## config.mk

```make
export PLATFORM = sky130hd
export DESIGN_NAME = ffx_flag_exec
export DESIGN_NICKNAME = d
export VERILOG_FILES = /design/src/ffx_nvm_wait.sv /design/src/ffx_flag_exec.sv
export SDC_FILE = /design/constraint.sdc
export NUM_CORES = 1
export LEC_CHECK = 0
export BUFFER_PORTS_ARGS = -buffer_cell sky130_fd_sc_hd__buf_2
export CAP_MARGIN = 10
export CORE_ASPECT_RATIO = 1.1
export CORE_MARGIN = 2
export CORE_UTILIZATION = 45
export CTS_CLUSTER_SIZE = 24
export DETAILED_ROUTE_END_ITERATION = 10
export PLACE_DENSITY = 0.83
export SYNTH_ARGS = -nofsm -noshare
export SYNTH_HDL_FRONTEND = slang
export SYNTH_HIERARCHICAL = 1
export SYNTH_SLANG_ARGS = --single-unit
```

## constraint.sdc

```tcl
create_clock -name core_clk_i -period 2.8 [get_ports core_clk_i]
set_input_delay 0.28 -clock core_clk_i [delete_from_list [all_inputs] [get_ports core_clk_i]]
set_output_delay 0.28 -clock core_clk_i [all_outputs]
set_load 0.05 [all_outputs]
```

## src/ffx_nvm_wait.sv

```systemverilog
`timescale 1ns/100ps
package ffx_pkg;
  localparam int WB_AW = 8;
  localparam int WB_DW = 32;
  // register byte offsets
  localparam logic [WB_AW-1:0] OFS_OP = 8'h00;
  localparam logic [WB_AW-1:0] OFS_FLAGS = 8'h04;
  localparam logic [WB_AW-1:0] OFS_INFO = 8'h08;
  // op register fields
  localparam int OP_CODE_LSB = 0;
  localparam int OP_NVM_BIT = 4;
  localparam int OP_BASE_LSB = 5;
  // info register fields
  localparam int INFO_BUSY_BIT = 0;
  localparam int INFO_BRK_BIT = 1;
  localparam int INFO_REF_BIT = 2;
  localparam int INFO_CNT_LSB = 8;
  // status flag positions
  localparam int FLG_C = 0;
  localparam int FLG_Z = 1;
  localparam int FLG_N = 2;
  localparam int FLG_V = 3;
  localparam int FLG_S = 4;
  localparam int FLG_H = 5;
  localparam int FLG_T = 6;
  localparam int FLG_I = 7;
  localparam logic [7:0] FLAGS_RST = 8'h00;
  localparam logic [7:0] CNT_MAX = 8'hFF;
  localparam logic [2:0] BASE_MIN = 3'h1;
  typedef enum logic [3:0] {
    OPC_NOP = 4'h0, OPC_SGN_SET = 4'h1, OPC_SGN_CLR = 4'h2,
    OPC_OVF_SET = 4'h3, OPC_OVF_CLR = 4'h4, OPC_HC_SET = 4'h5,
    OPC_HC_CLR = 4'h6, OPC_IRQ_EN = 4'h7, OPC_IRQ_DIS = 4'h8,
    OPC_T_SET = 4'h9, OPC_T_CLR = 4'hA, OPC_Z_CLR = 4'hB,
    OPC_BRK = 4'hC, OPC_MEM = 4'hD
  } ffx_opc_t;
  typedef struct packed {
    logic cyc;
    logic stb;
    logic we;
    logic [3:0] sel;
    logic [WB_AW-1:0] adr;
    logic [WB_DW-1:0] dat;
  } ffx_wb_req_t;
  typedef struct packed {
    logic ack;
    logic [WB_DW-1:0] dat;
  } ffx_wb_rsp_t;
endpackage : ffx_pkg

module ffx_nvm_wait
  import ffx_pkg::*;
(
  // clock and reset
  input wire logic core_clk_i,
  input wire logic nrst_i,
  // access request
  input wire logic start_i,
  input wire logic nvm_i,
  input wire logic [2:0] base_i,
  // controller handshake
  input wire logic nvm_grant_i,
  // result
  output logic busy_o,
  output logic waiting_o,
  output logic done_o,
  output logic [7:0] elapsed_o
);
  typedef struct packed {
    logic busy;
    logic wait_g;
    logic nvm;
    logic [2:0] base;
    logic [7:0] cnt;
    logic done;
    logic [7:0] elapsed;
  } ffx_nw_st_t;

  ffx_nw_st_t st_q, st_d;

  always_comb
  begin
    st_d = st_q;
    st_d.done = 1'b0;
    if (!st_q.busy)
    begin
      if (start_i)
      begin
        st_d.busy = 1'b1;
        st_d.wait_g = 1'b0;
        st_d.nvm = nvm_i;
        st_d.base = (base_i < BASE_MIN) ? BASE_MIN : base_i;
        st_d.cnt = 8'h01;
      end
    end
    else if (!st_q.wait_g)
    begin
      if (st_q.cnt >= {5'h00, st_q.base})
      begin
        if (st_q.nvm)
        begin
          // the controller always costs a cycle beyond the ram timing
          st_d.wait_g = 1'b1;
          st_d.cnt = st_q.cnt + 8'h01;
        end
        else
        begin
          st_d.busy = 1'b0;
          st_d.done = 1'b1;
          st_d.elapsed = st_q.cnt;
        end
      end
      else
      begin
        st_d.cnt = st_q.cnt + 8'h01;
      end
    end
    else if (nvm_grant_i)
    begin
      st_d.busy = 1'b0;
      st_d.wait_g = 1'b0;
      st_d.done = 1'b1;
      st_d.elapsed = st_q.cnt;
    end
    else if (st_q.cnt != CNT_MAX)
    begin
      // count saturates; a very long stall still finishes correctly
      st_d.cnt = st_q.cnt + 8'h01;
    end
  end

  always_ff @(posedge core_clk_i or negedge nrst_i)
  begin
    if (!nrst_i)
      st_q <= '0;
    else
      st_q <= st_d;
  end

  assign busy_o = st_q.busy;
  assign waiting_o = st_q.wait_g;
  assign done_o = st_q.done;
  assign elapsed_o = st_q.elapsed;
endmodule : ffx_nvm_wait

```

## src/ffx_flag_exec.sv

```systemverilog
// Functional notes
// - signed flag set/clear forces only S to 1/0 in one cycle.
// - overflow set/clear forces only V to 1/0 in one cycle.
// - half-carry set/clear forces only H to 1/0 in one cycle.
// - break takes one cycle, changes no flag, signals debug logic.
// - nvm-controller access takes at least one cycle beyond ram timing.
// - nvm access stalls further until the controller grants it.
//
// The Wishbone interface to the registers and the address map were left to the implementer.
`timescale 1ns/100ps
module ffx_flag_exec
  import ffx_pkg::*;
(
  // clock and reset
  input wire logic core_clk_i,
  input wire logic nrst_i,
  // wishbone slave
  input wire ffx_pkg::ffx_wb_req_t wb_req_i,
  output ffx_pkg::ffx_wb_rsp_t wb_rsp_o,
  // nonvolatile memory controller
  input wire logic nvm_grant_i,
  // core side
  output logic [7:0] status_flag_reg_o,
  output logic debug_break_o,
  output logic mem_done_o
);
  import ffx_pkg::*;

  typedef struct packed {
    logic ack;
    logic [WB_DW-1:0] dat;
    logic [7:0] flags;
    logic brk;
    logic brk_seen;
    logic refused;
  } ffx_top_st_t;

  ffx_top_st_t st_q, st_d;

  logic mem_busy;
  logic mem_waiting;
  logic [7:0] mem_elapsed;
  logic wr_hit;
  logic fire;
  logic mem_start;
  ffx_opc_t op_code;

  function automatic logic reg_sel(input logic [WB_AW-1:0] adr,
                                   input logic [WB_AW-1:0] ofs);
    reg_sel = (adr[WB_AW-1:2] == ofs[WB_AW-1:2]);
  endfunction : reg_sel

  // each flag op touches exactly one bit; anything else leaves flags alone
  function automatic logic [7:0] flag_apply(input ffx_opc_t code,
                                            input logic [7:0] s);
    logic [7:0] r;
    r = s;
    unique case (code)
      OPC_SGN_SET: r[FLG_S] = 1'b1;
      OPC_SGN_CLR: r[FLG_S] = 1'b0;
      OPC_OVF_SET: r[FLG_V] = 1'b1;
      OPC_OVF_CLR: r[FLG_V] = 1'b0;
      OPC_HC_SET: r[FLG_H] = 1'b1;
      OPC_HC_CLR: r[FLG_H] = 1'b0;
      OPC_IRQ_EN: r[FLG_I] = 1'b1;
      OPC_IRQ_DIS: r[FLG_I] = 1'b0;
      OPC_T_SET: r[FLG_T] = 1'b1;
      OPC_T_CLR: r[FLG_T] = 1'b0;
      OPC_Z_CLR: r[FLG_Z] = 1'b0;
      default: r = s;
    endcase
    flag_apply = r;
  endfunction : flag_apply

  // writes take effect at the edge where ack is seen high
  assign wr_hit = wb_req_i.cyc && wb_req_i.stb && wb_req_i.we && st_q.ack
                  && wb_req_i.sel[0];
  assign op_code = ffx_opc_t'(wb_req_i.dat[OP_CODE_LSB +: 4]);
  // one instruction at a time: ops issued during a memory access are dropped
  assign fire = wr_hit && reg_sel(wb_req_i.adr, OFS_OP) && !mem_busy;
  assign mem_start = fire && op_code == OPC_MEM;

  always_comb
  begin
    st_d = st_q;
    st_d.brk = 1'b0;
    st_d.ack = wb_req_i.cyc && wb_req_i.stb && !st_q.ack;
    st_d.dat = '0;
    if (wb_req_i.cyc && wb_req_i.stb && !st_q.ack && !wb_req_i.we)
    begin
      if (reg_sel(wb_req_i.adr, OFS_FLAGS))
        st_d.dat[7:0] = st_q.flags;
      else if (reg_sel(wb_req_i.adr, OFS_INFO))
      begin
        st_d.dat[INFO_BUSY_BIT] = mem_busy;
        st_d.dat[INFO_BRK_BIT] = st_q.brk_seen;
        st_d.dat[INFO_REF_BIT] = st_q.refused;
        st_d.dat[INFO_CNT_LSB +: 8] = mem_elapsed;
      end
    end
    if (wr_hit && reg_sel(wb_req_i.adr, OFS_FLAGS))
      st_d.flags = wb_req_i.dat[7:0];
    if (wr_hit && reg_sel(wb_req_i.adr, OFS_INFO))
    begin
      if (wb_req_i.dat[INFO_BRK_BIT])
        st_d.brk_seen = 1'b0;
      if (wb_req_i.dat[INFO_REF_BIT])
        st_d.refused = 1'b0;
    end
    if (wr_hit && reg_sel(wb_req_i.adr, OFS_OP) && mem_busy)
      st_d.refused = 1'b1;
    if (fire)
    begin
      st_d.flags = flag_apply(op_code, st_q.flags);
      if (op_code == OPC_BRK)
      begin
        // break leaves every flag alone and hands over to debug
        st_d.brk = 1'b1;
        st_d.brk_seen = 1'b1;
      end
    end
  end

  always_ff @(posedge core_clk_i or negedge nrst_i)
  begin
    if (!nrst_i)
    begin
      st_q <= '0;
      st_q.flags <= FLAGS_RST;
    end
    else
      st_q <= st_d;
  end

  ffx_nvm_wait u_nvm_wait (
    .core_clk_i (core_clk_i),
    .nrst_i (nrst_i),
    .start_i (mem_start),
    .nvm_i (wb_req_i.dat[OP_NVM_BIT]),
    .base_i (wb_req_i.dat[OP_BASE_LSB +: 3]),
    .nvm_grant_i (nvm_grant_i),
    .busy_o (mem_busy),
    .waiting_o (mem_waiting),
    .done_o (mem_done_o),
    .elapsed_o (mem_elapsed)
  );

  assign wb_rsp_o.ack = st_q.ack;
  assign wb_rsp_o.dat = st_q.dat;
  assign status_flag_reg_o = st_q.flags;
  assign debug_break_o = st_q.brk;
endmodule : ffx_flag_exec

```

Word level (Yosys, flattened, before mapping)
Cells that the tools add are included.
W data, S select, Z words.
- register bits after elaboration: 51
- bits of input ports: 50
- logic and storage cells: 119
- add/subtract/negate cells: 1
- magnitude comparators: 2
- equality and inequality tests: 27
- mux-type cells: 36
- bitwise logic cells: 2
- reduce and logical (&&, ||, !) cells: 32
- operators by type and width (kind ; count):
    $mux W8 ; 8
    $mux W9 ; 4
    $eq A4 B4 Y1 const B ; 6
    $reduce_and A2 Y1 ; 9
    $mux W17 ; 1
    $eq A4 B3 Y1 const B ; 4
    $mux W16 ; 1
    $ne A3 B1 Y1 const B ; 5
    $mux W14 ; 1
    $logic_and A1 B1 Y1 ; 12
    $mux W2 ; 6
    $mux W10 ; 1
    $pmux W1 S2 ; 5
    $reduce_bool A2 Y1 ; 5
    $mux W3 ; 3
    $add A8 B1 Y8 const B ; 1
    $eq A4 B2 Y1 const B ; 2
    $ge A8 B3 Y1 ; 1
    $ne A8 B8 Y1 const B ; 1
    $reduce_and A4 Y1 ; 2
    $eq A6 B1 Y1 const B ; 1
    $eq A6 B2 Y1 const B ; 1
    $logic_not A6 Y1 ; 1
    $ne A3 B3 Y1 const B ; 2
    other kinds (9) ; 17

Depth between registers and ports, before layout
Gate-level depths: netlist of the first run.
- depth after elaboration: 9
- gate-level depth with buffers: 9
- mapped depth without buffers: 8

Modules after synthesis
The synthesis of the first run kept the hierarchy.
- modules (own cells, without submodules) (module ; times used ; cells each ; area an instance (µm²)):
    ffx_flag_exec ; 1 ; 161 ; 1627.8
    ffx_nvm_wait ; 1 ; 121 ; 1246.2

Worst setup path before layout of the first run
OpenSTA, ideal clock, no wires.
- kind: input -> register
- start point: in wb_req_i[39] (netlist name)
- end point: reg u_nvm_wait/st_q[11] (netlist name)
- library setup time: 120 ps
- arrival time: 2408 ps
- slack: 271 ps
- cell stages on the path: 9
- path buffers: 1
- path through: or4_4 -> buf_6 -> nor4_1 -> nand2_1 -> nor3b_1 -> nor2_1 -> nor3_2 -> a31oi_1 -> a41o_2
- longest elaborated chain between the ends: 6
- ends and longest elaborated chain (item ; RTL line ; text):
    from (decl) ; ffx_flag_exec.sv:18 ; input wire ffx_pkg::ffx_wb_req_t wb_req_i,
    $logic_not A6 Y1 ; ffx_flag_exec.sv:50 ; reg_sel = (adr[WB_AW-1:2] == ofs[WB_AW-1:2]);
    $logic_and A1 B1 Y1 (2 in series) ; ffx_flag_exec.sv:80 ; assign fire = wr_hit && reg_sel(wb_req_i.adr, OFS_OP) && !mem_busy;
    $logic_and A1 B1 Y1 ; ffx_flag_exec.sv:81 ; assign mem_start = fire && op_code == OPC_MEM;
    via mem_start ; ffx_flag_exec.sv:45 ; logic mem_start;
    $reduce_bool A2 Y1 (no source line) ; -- ;
    $reduce_and A4 Y1 (no source line) ; -- ;
    to (signal assigned) ; ffx_nvm_wait.sv:137 ; st_q <= st_d;
    to (decl) ; ffx_nvm_wait.sv:79 ; ffx_nw_st_t st_q, st_d;
The timed path passes the listed nets, and every way through them passes these cells.
A chain may end at the register's enable or synchronous reset.

Final worst setup path of the first run
- start point: in wb_req_i[39] (netlist name)
- end point: reg u_nvm_wait/st_q[12] (netlist name)
The elaborated chain is that of the path after synthesis.

==> reports/results.ini, run 1 <==
[synth]
synth_warnings=6
synth.most_common_cell=dfrtp_1
yosysSeqAreaShare_pct=44.4
yosysTopAreaCell=dfrtp_1
synthCells=282
synth.top_cells.by_area=dfrtp_1 44%, buf_4 13%, nor2_1 3.4%
synth.distinct_cells=56
async_flop_share_pct=100
ys_ff_latch=51
synth_area_per_cell_um2=10.2
syn_area_um2=2870
synth_edf_count=0
synthFlopType=dfrtp_1
synth_top_area_share_pct=44.4
synth_common_cells=51 x dfrtp_1, 49 x buf_4, 26 x nor2_1, 24 x nand2_1, 14 x and2_1

[detailed_routing]
drt_wl_total_um=5280
detail-route-antenna-nets=0
dr.pass1.iters=5
drtIter0Drc=128
wl_per_cell_um=13.6
remaining_drc_errors=0
viasPerCell=5.17
vias=2013

[timing]
fin_setup_tns_ns=0
rsz0062_at_grt=no
finalCritPeriodShare_pct=80.3
holdWs_ns=0.191
hold_viol_final=0
timing.final.crit_period_ns=2.25
setup_viol=0
slew_violations=0
fin_skew_ns=0.0126
fmax_mhz=445

[critical_path]
path_class=primary input to register
arrival_ns=2.46
cp-start-kind=primary input
required_ns=3.01
endpoint_kind=register
cp_max_fo=4
reg2reg_slack_ns=0.68
rr_worst_depth=8
rr_startpoint=u_nvm_wait/busy_o
r2r-end=u_nvm_wait/st_q[12]

[floorplan]
pin_count=93
row_count=30
dieArea_um2=7040
start_util_pct=46.7
die_w_um=80.2
die_h_um=87.8
coreArea_um2=6160

[grt]
grt_pass1_wl_um=8600
grt_overflow=0
grt_pass1_vias=1830
grt_max_degree=23
antenna_found_initial=0
grt_use_total_pct=15.9

[clock_tree]
cts_tree=built
cts_setup_buffers=0
clock_path_buffers=2
htreeDepth=2
clkSinkCount=51
clk_latency_ns=0.31
cts_root_buf=clkbuf_8
cts_buffers=5
clkSlewWorstSetupHoldPaths_ns=0.11

[placed_design]
hpwlAfterDp_um=4080
numPortBuffers=47
place_area_um2=2940
gp_congestion=0.850
dp_cells=380

[outcome]
status=completed

[cells_and_area]
layout.cells.non_filler=389
layout-drive-gt1-share_pct=29.4
stdcell_area_um2=3050
synthToLayoutAreaGrowth_pct=5.96
antenna_cells=0
nNetsFinal=362
final_util_pct=49.5

[power_and_ir_drop]
cellLeakagePower_nw=1.60
ir_worst_vdd_mv=0.189
power.density_nw_per_um2=436

[worst_hold_path]
hold_end=status_flag_reg_o[4]
hp-start=wb_req_i[4]
min_path_type=primary input to register
whs_path_depth=3

[run]
maxCapViolCount=0

[worst max-delay path, stage by stage]
cell,delay (ns)
buf_2,0.09
or4_4,0.53
nor4_1,0.23
nand2_1,0.11
nor3b_1,0.23
buf_4,0.15
nor2_1,0.08
nor4b_2,0.42
a21oi_1,0.12
a31o_2,0.22
[final cells by class]
class | instances | area, µm²
Multi-Input combinational cell | 186 | 1230
Timing Repair Buffer | 58 | 320
Inverter | 6 | 22.5
Clock buffer | 5 | 68.8
Tap cell | 80 | 100
Clock inverter | 3 | 28.8
Fill cell | 584 | 3110
Sequential cell | 51 | 1280
[repair_timing]
action,in CTS,in global routing
hold endpoints to repair,14,0
resized for setup,0,0
hold buffers,1,0
[per-layer routing]
metal / GRT usage, % / wire length [µm] / vias up / share of wire, %
met4: 8.63 / 153 / 0 / 2.9
met2: 25.5 / 2550 / 71 / 48
met3: 4.02 / 287 / 13 / 5.4
met5: 0 / 0 / - / 0
met1: 19.6 / 2290 / 951 / 43
li1: - / - / 978 / -
[placed cells by master, fill, tap and decap left out, types with 6 or more instances in the layout]
master / synthesis / final
o21ai_0: 9 / 9
nor2b_1: 9 / 9
buf_2: 1 / 47
conb_1: 1 / 16
and2_1: 14 / 14
dfrtp_1: 51 / 51
buf_4: 49 / 10
a21oi_1: 8 / 8
nand2_1: 24 / 24
nor2_1: 26 / 26
mux2_2: 6 / 6
[registers in the layout, indices dropped and copies added (netlist names)]
name,flops
st_q,2
u_nvm_wait/waiting_o,1
u_nvm_wait/busy_o,1
wb_rsp_o,17
u_nvm_wait/elapsed_o,8
debug_break_o,1
u_nvm_wait/done_o,1
u_nvm_wait/st_q,12
status_flag_reg_o,8
[worst max path at each step]
stage,from,slack (ns),endpoint,depth (start not counted)
after floorplan,wb_req_i[39],0.27,u_nvm_wait/st_q[11],9
after global placement,wb_req_i[39],0.22,u_nvm_wait/st_q[12],10
after detailed placement,wb_req_i[39],0.19,u_nvm_wait/st_q[12],10
after CTS,wb_req_i[39],0.54,u_nvm_wait/st_q[12],10
after global routing,wb_req_i[39],0.27,u_nvm_wait/st_q[12],10
final,wb_req_i[39],0.55,u_nvm_wait/st_q[12],10
[per-stage QoR]
step	worst slack (ns)	total power, mW
after floorplan	0.271	0.861
after detailed placement	0.191	0.888
after global routing	0.268	1.38
final	0.552	1.33
after global placement	0.221	0.886
after CTS	0.535	1.34
[report_power, final]
group,internal (mW),switching (mW),leakage [nW]
Combinational,0.0275,0.105,0.861
Clock,0.186,0.269,0.0502
Sequential,0.739,0.00267,0.686
[logic make-up after synthesis]
kind of cell    synth area share [%]
fa+ha+maj                       1.74
flops                           44.4
compound gates                  11.4
simple gates                    22.6
mux                             4.96
other cells                    0.130
buf+inv                         14.8
(Power assumes the default switching activity.)
==> run 2: changes to the inputs <==
Settings changed: PLACE_DENSITY 0.83 to 0.86.
Clock period 2.8 ns to 1.9 ns, I/O delays scaled along.
==> run 2 against run 1 <==
The run now ends with negative setup slack left. Critical path depth decreased by 3. Sequential power grew 47%. Via count up 16%. Wire length up 35%. Total power rose by 56%. Non-clock buffer count increased by 28. Critical path type is now register to register. Highest routed layer unchanged.
==> reports/results.ini, run 2 (same netlist as run 1, synthesis figures left out) <==
[timing]
fin_skew_ns=0.0106  ; was 0.0126 ns
hold_viol_final=0  ; unchanged
setup_viol=10  ; was 0
max_slew.worst_pin.slew_ns=0.565
fin_ws_ns=-0.116  ; was 0.552 ns
slew_headroom_pct=62.3
fmax_mhz=496
rsz0062_at_grt=yes  ; was no
finalCritPeriodShare_pct=106
timing.final.crit_period_ns=2.02
slew_violations=0  ; unchanged

[clock_tree]
clkSinkCount=51  ; unchanged
htreeDepth=2  ; unchanged
clock_path_buffers=2  ; unchanged
cts_buffers=5  ; unchanged
cts_tree=built  ; unchanged
clk_latency_ns=0.31  ; about the same
cts_root_buf=clkbuf_8  ; unchanged
clkSlewWorstSetupHoldPaths_ns=0.10  ; was 0.11 ns

[cells_and_area]
largest_reg_flops=17  ; unchanged
final_cell_mix=50 x dfrtp_1, 46 x buf_2, 32 x buf_4  ; was 51 x dfrtp_1, 47 x buf_2, 26 x nor2_1
synthToLayoutAreaGrowth_pct=21.8  ; was 5.96%
nNetsFinal=391  ; was 362
final_util_pct=56.8  ; was 49.5%
antenna_cells=0  ; unchanged
fillers=503  ; was 584
final_common_cell=dfrtp_1  ; unchanged
layout-drive-gt1-share_pct=40.5  ; was 29.4%

[floorplan]
dieArea_um2=7040  ; unchanged
coreArea_um2=6160  ; unchanged
pin_count=93  ; unchanged
row_count=30  ; unchanged
die_w_um=80.2  ; unchanged
die_h_um=87.8  ; unchanged
start_util_pct=46.7  ; unchanged

[critical_path]
required_ns=2.10  ; was 3.01 ns
crit_family=simple AND/OR/NAND/NOR gates  ; unchanged
endpoint_kind=register  ; unchanged
cp_max_fo=7  ; was 4
arrival_ns=2.22  ; was 2.46 ns
reg2reg_slack_ns=-0.12  ; was 0.68 ns
rr_startpoint=u_nvm_wait/busy_o  ; unchanged
path_class=register to register  ; was primary input to register
path_buf_inv=0  ; was 2
max_stage_delay_ns=0.44  ; was 0.53 ns
crit_path_cell_trace=nor4_4, nand2_2, nor3b_4, nor2_4, nor3_4, a31oi_1, a41o_1  ; was buf_2, or4_4, nor4_1, nand2_1, nor3b_1, buf_4, nor2_1, nor4b_2, a21oi_1, a31o_2
rr_worst_depth=7  ; was 8
critPathSlowestCell=dfrtp_1  ; was or4_4
r2r-end=u_nvm_wait/st_q[15]  ; was u_nvm_wait/st_q[12]
cp-start-kind=register  ; was primary input

[detailed_routing]
viasPerCell=5.61  ; was 5.17
drtIter0Drc=365  ; was 128
dr.pass1.iters=6  ; was 5
wl_per_cell_um=17.1  ; was 13.6 µm
drt_wl_total_um=7140  ; was 5280 µm
maxUsedRoutingLayer=met4  ; unchanged
met3_length_um=599  ; was 287 µm
detail-route-antenna-nets=0  ; unchanged
vias=2343  ; was 2013
wl_met2_um=3540  ; was 2550 µm
wl_met1_um=2820  ; was 2290 µm
remaining_drc_errors=0  ; unchanged

[power_and_ir_drop]
power.density_nw_per_um2=594  ; was 436 nW/µm²
cellLeakagePower_nw=1.78  ; was 1.60 nW
ir_worst_vdd_mv=0.340  ; was 0.189 mV
p_total_mw=2.08  ; was 1.33 mW

[run]
maxCapViolCount=0  ; unchanged

[grt]
grt_overflow=0  ; unchanged
antenna_found_initial=0  ; unchanged
grt_max_degree=25  ; was 23
grt_use_total_pct=19.0  ; was 15.9%
grt_pass1_wl_um=10300  ; was 8600 µm
grt_pass1_vias=2063  ; was 1830

[worst_hold_path]
whs_path_depth=3  ; unchanged
hold_end=u_nvm_wait/st_q[20]  ; was status_flag_reg_o[4]
min_path_type=primary input to register  ; unchanged
hp-start=wb_req_i[4]  ; unchanged

[placed_design]
gp_congestion=0.882  ; was 0.850
hpwlAfterDp_um=4400  ; was 4080 µm
numPortBuffers=47  ; unchanged

[outcome]
violations=negative setup slack
status=complete, but fails checks  ; was completed

run 2: worst max-delay path by stage:
stage                                    from                 endpoint  slack, ns  depth (start not counted)
after floorplan                  wb_req_i[39]      u_nvm_wait/st_q[11]      -0.27                          9
after global placement           wb_req_i[39]      u_nvm_wait/st_q[11]      -0.37                          9
after detailed placement         wb_req_i[39]      u_nvm_wait/st_q[11]      -0.40                          9
after CTS                 u_nvm_wait/st_q[10]  u_nvm_wait/elapsed_o[6]      -0.02                          7
after global routing        u_nvm_wait/busy_o      u_nvm_wait/st_q[15]      -0.22                          7
final                       u_nvm_wait/busy_o      u_nvm_wait/st_q[15]      -0.12                          7
run 2: timing repair:
action,CTS,global route
cloned,2,0
resized for setup,7,23
hold buffers,1,0
endpoints found under the setup margin,13,18
pin swaps,5,12
setup buffers,7,4
hold endpoints to repair,22,0
run 2: worst register-to-register path: stages, from the launching register on:
cell	delay [ns]
dfrtp_1	0.44
nor4_4	0.28
nand2_2	0.11
nor3b_4	0.26
nor2_4	0.10
nor3_4	0.33
a31oi_1	0.16
a41o_1	0.24
run 2: power breakdown:
part	leakage, nW	switching, mW	internal, mW
sequential	0.684	0.00405	1.09
combinational	1.03	0.166	0.0511
clock	0.0581	0.376	0.393
total	1.78	0.545	1.53
run 2: layout make-up:
type	instances	area, µm²	area share (%)
Clock buffer	5	68.8	1.97
Clock inverter	3	43.8	1.25
Multi-Input combinational cell	187	1400	40.1
Timing Repair Buffer	86	584	16.7
Inverter	6	22.5	0.644
Tap cell	80	100	2.86
Sequential cell	51	1280	36.5
run 2: per-stage QoR:
step                setup TNS, ns  hold WS, ns  cell area, µm²  setup slack, ns  instances
finish                     -0.624       0.0961            3500           -0.116        418
global route                -1.77        0.103            3500           -0.215        418
CTS                       -0.0805       0.0968            3370          -0.0174        415
detailed placement          -3.78        0.210            3120           -0.399        397
global placement            -3.32        0.207            3120           -0.370        397
floorplan                   -1.87       -0.106            2980           -0.270        297
run 2: metal layers:
metal	track usage, %	vias up
met4	6.32	0
met1	24.7	1121
met3	3.81	25
met2	31.7	164
met5	0	-
li1	-	1033
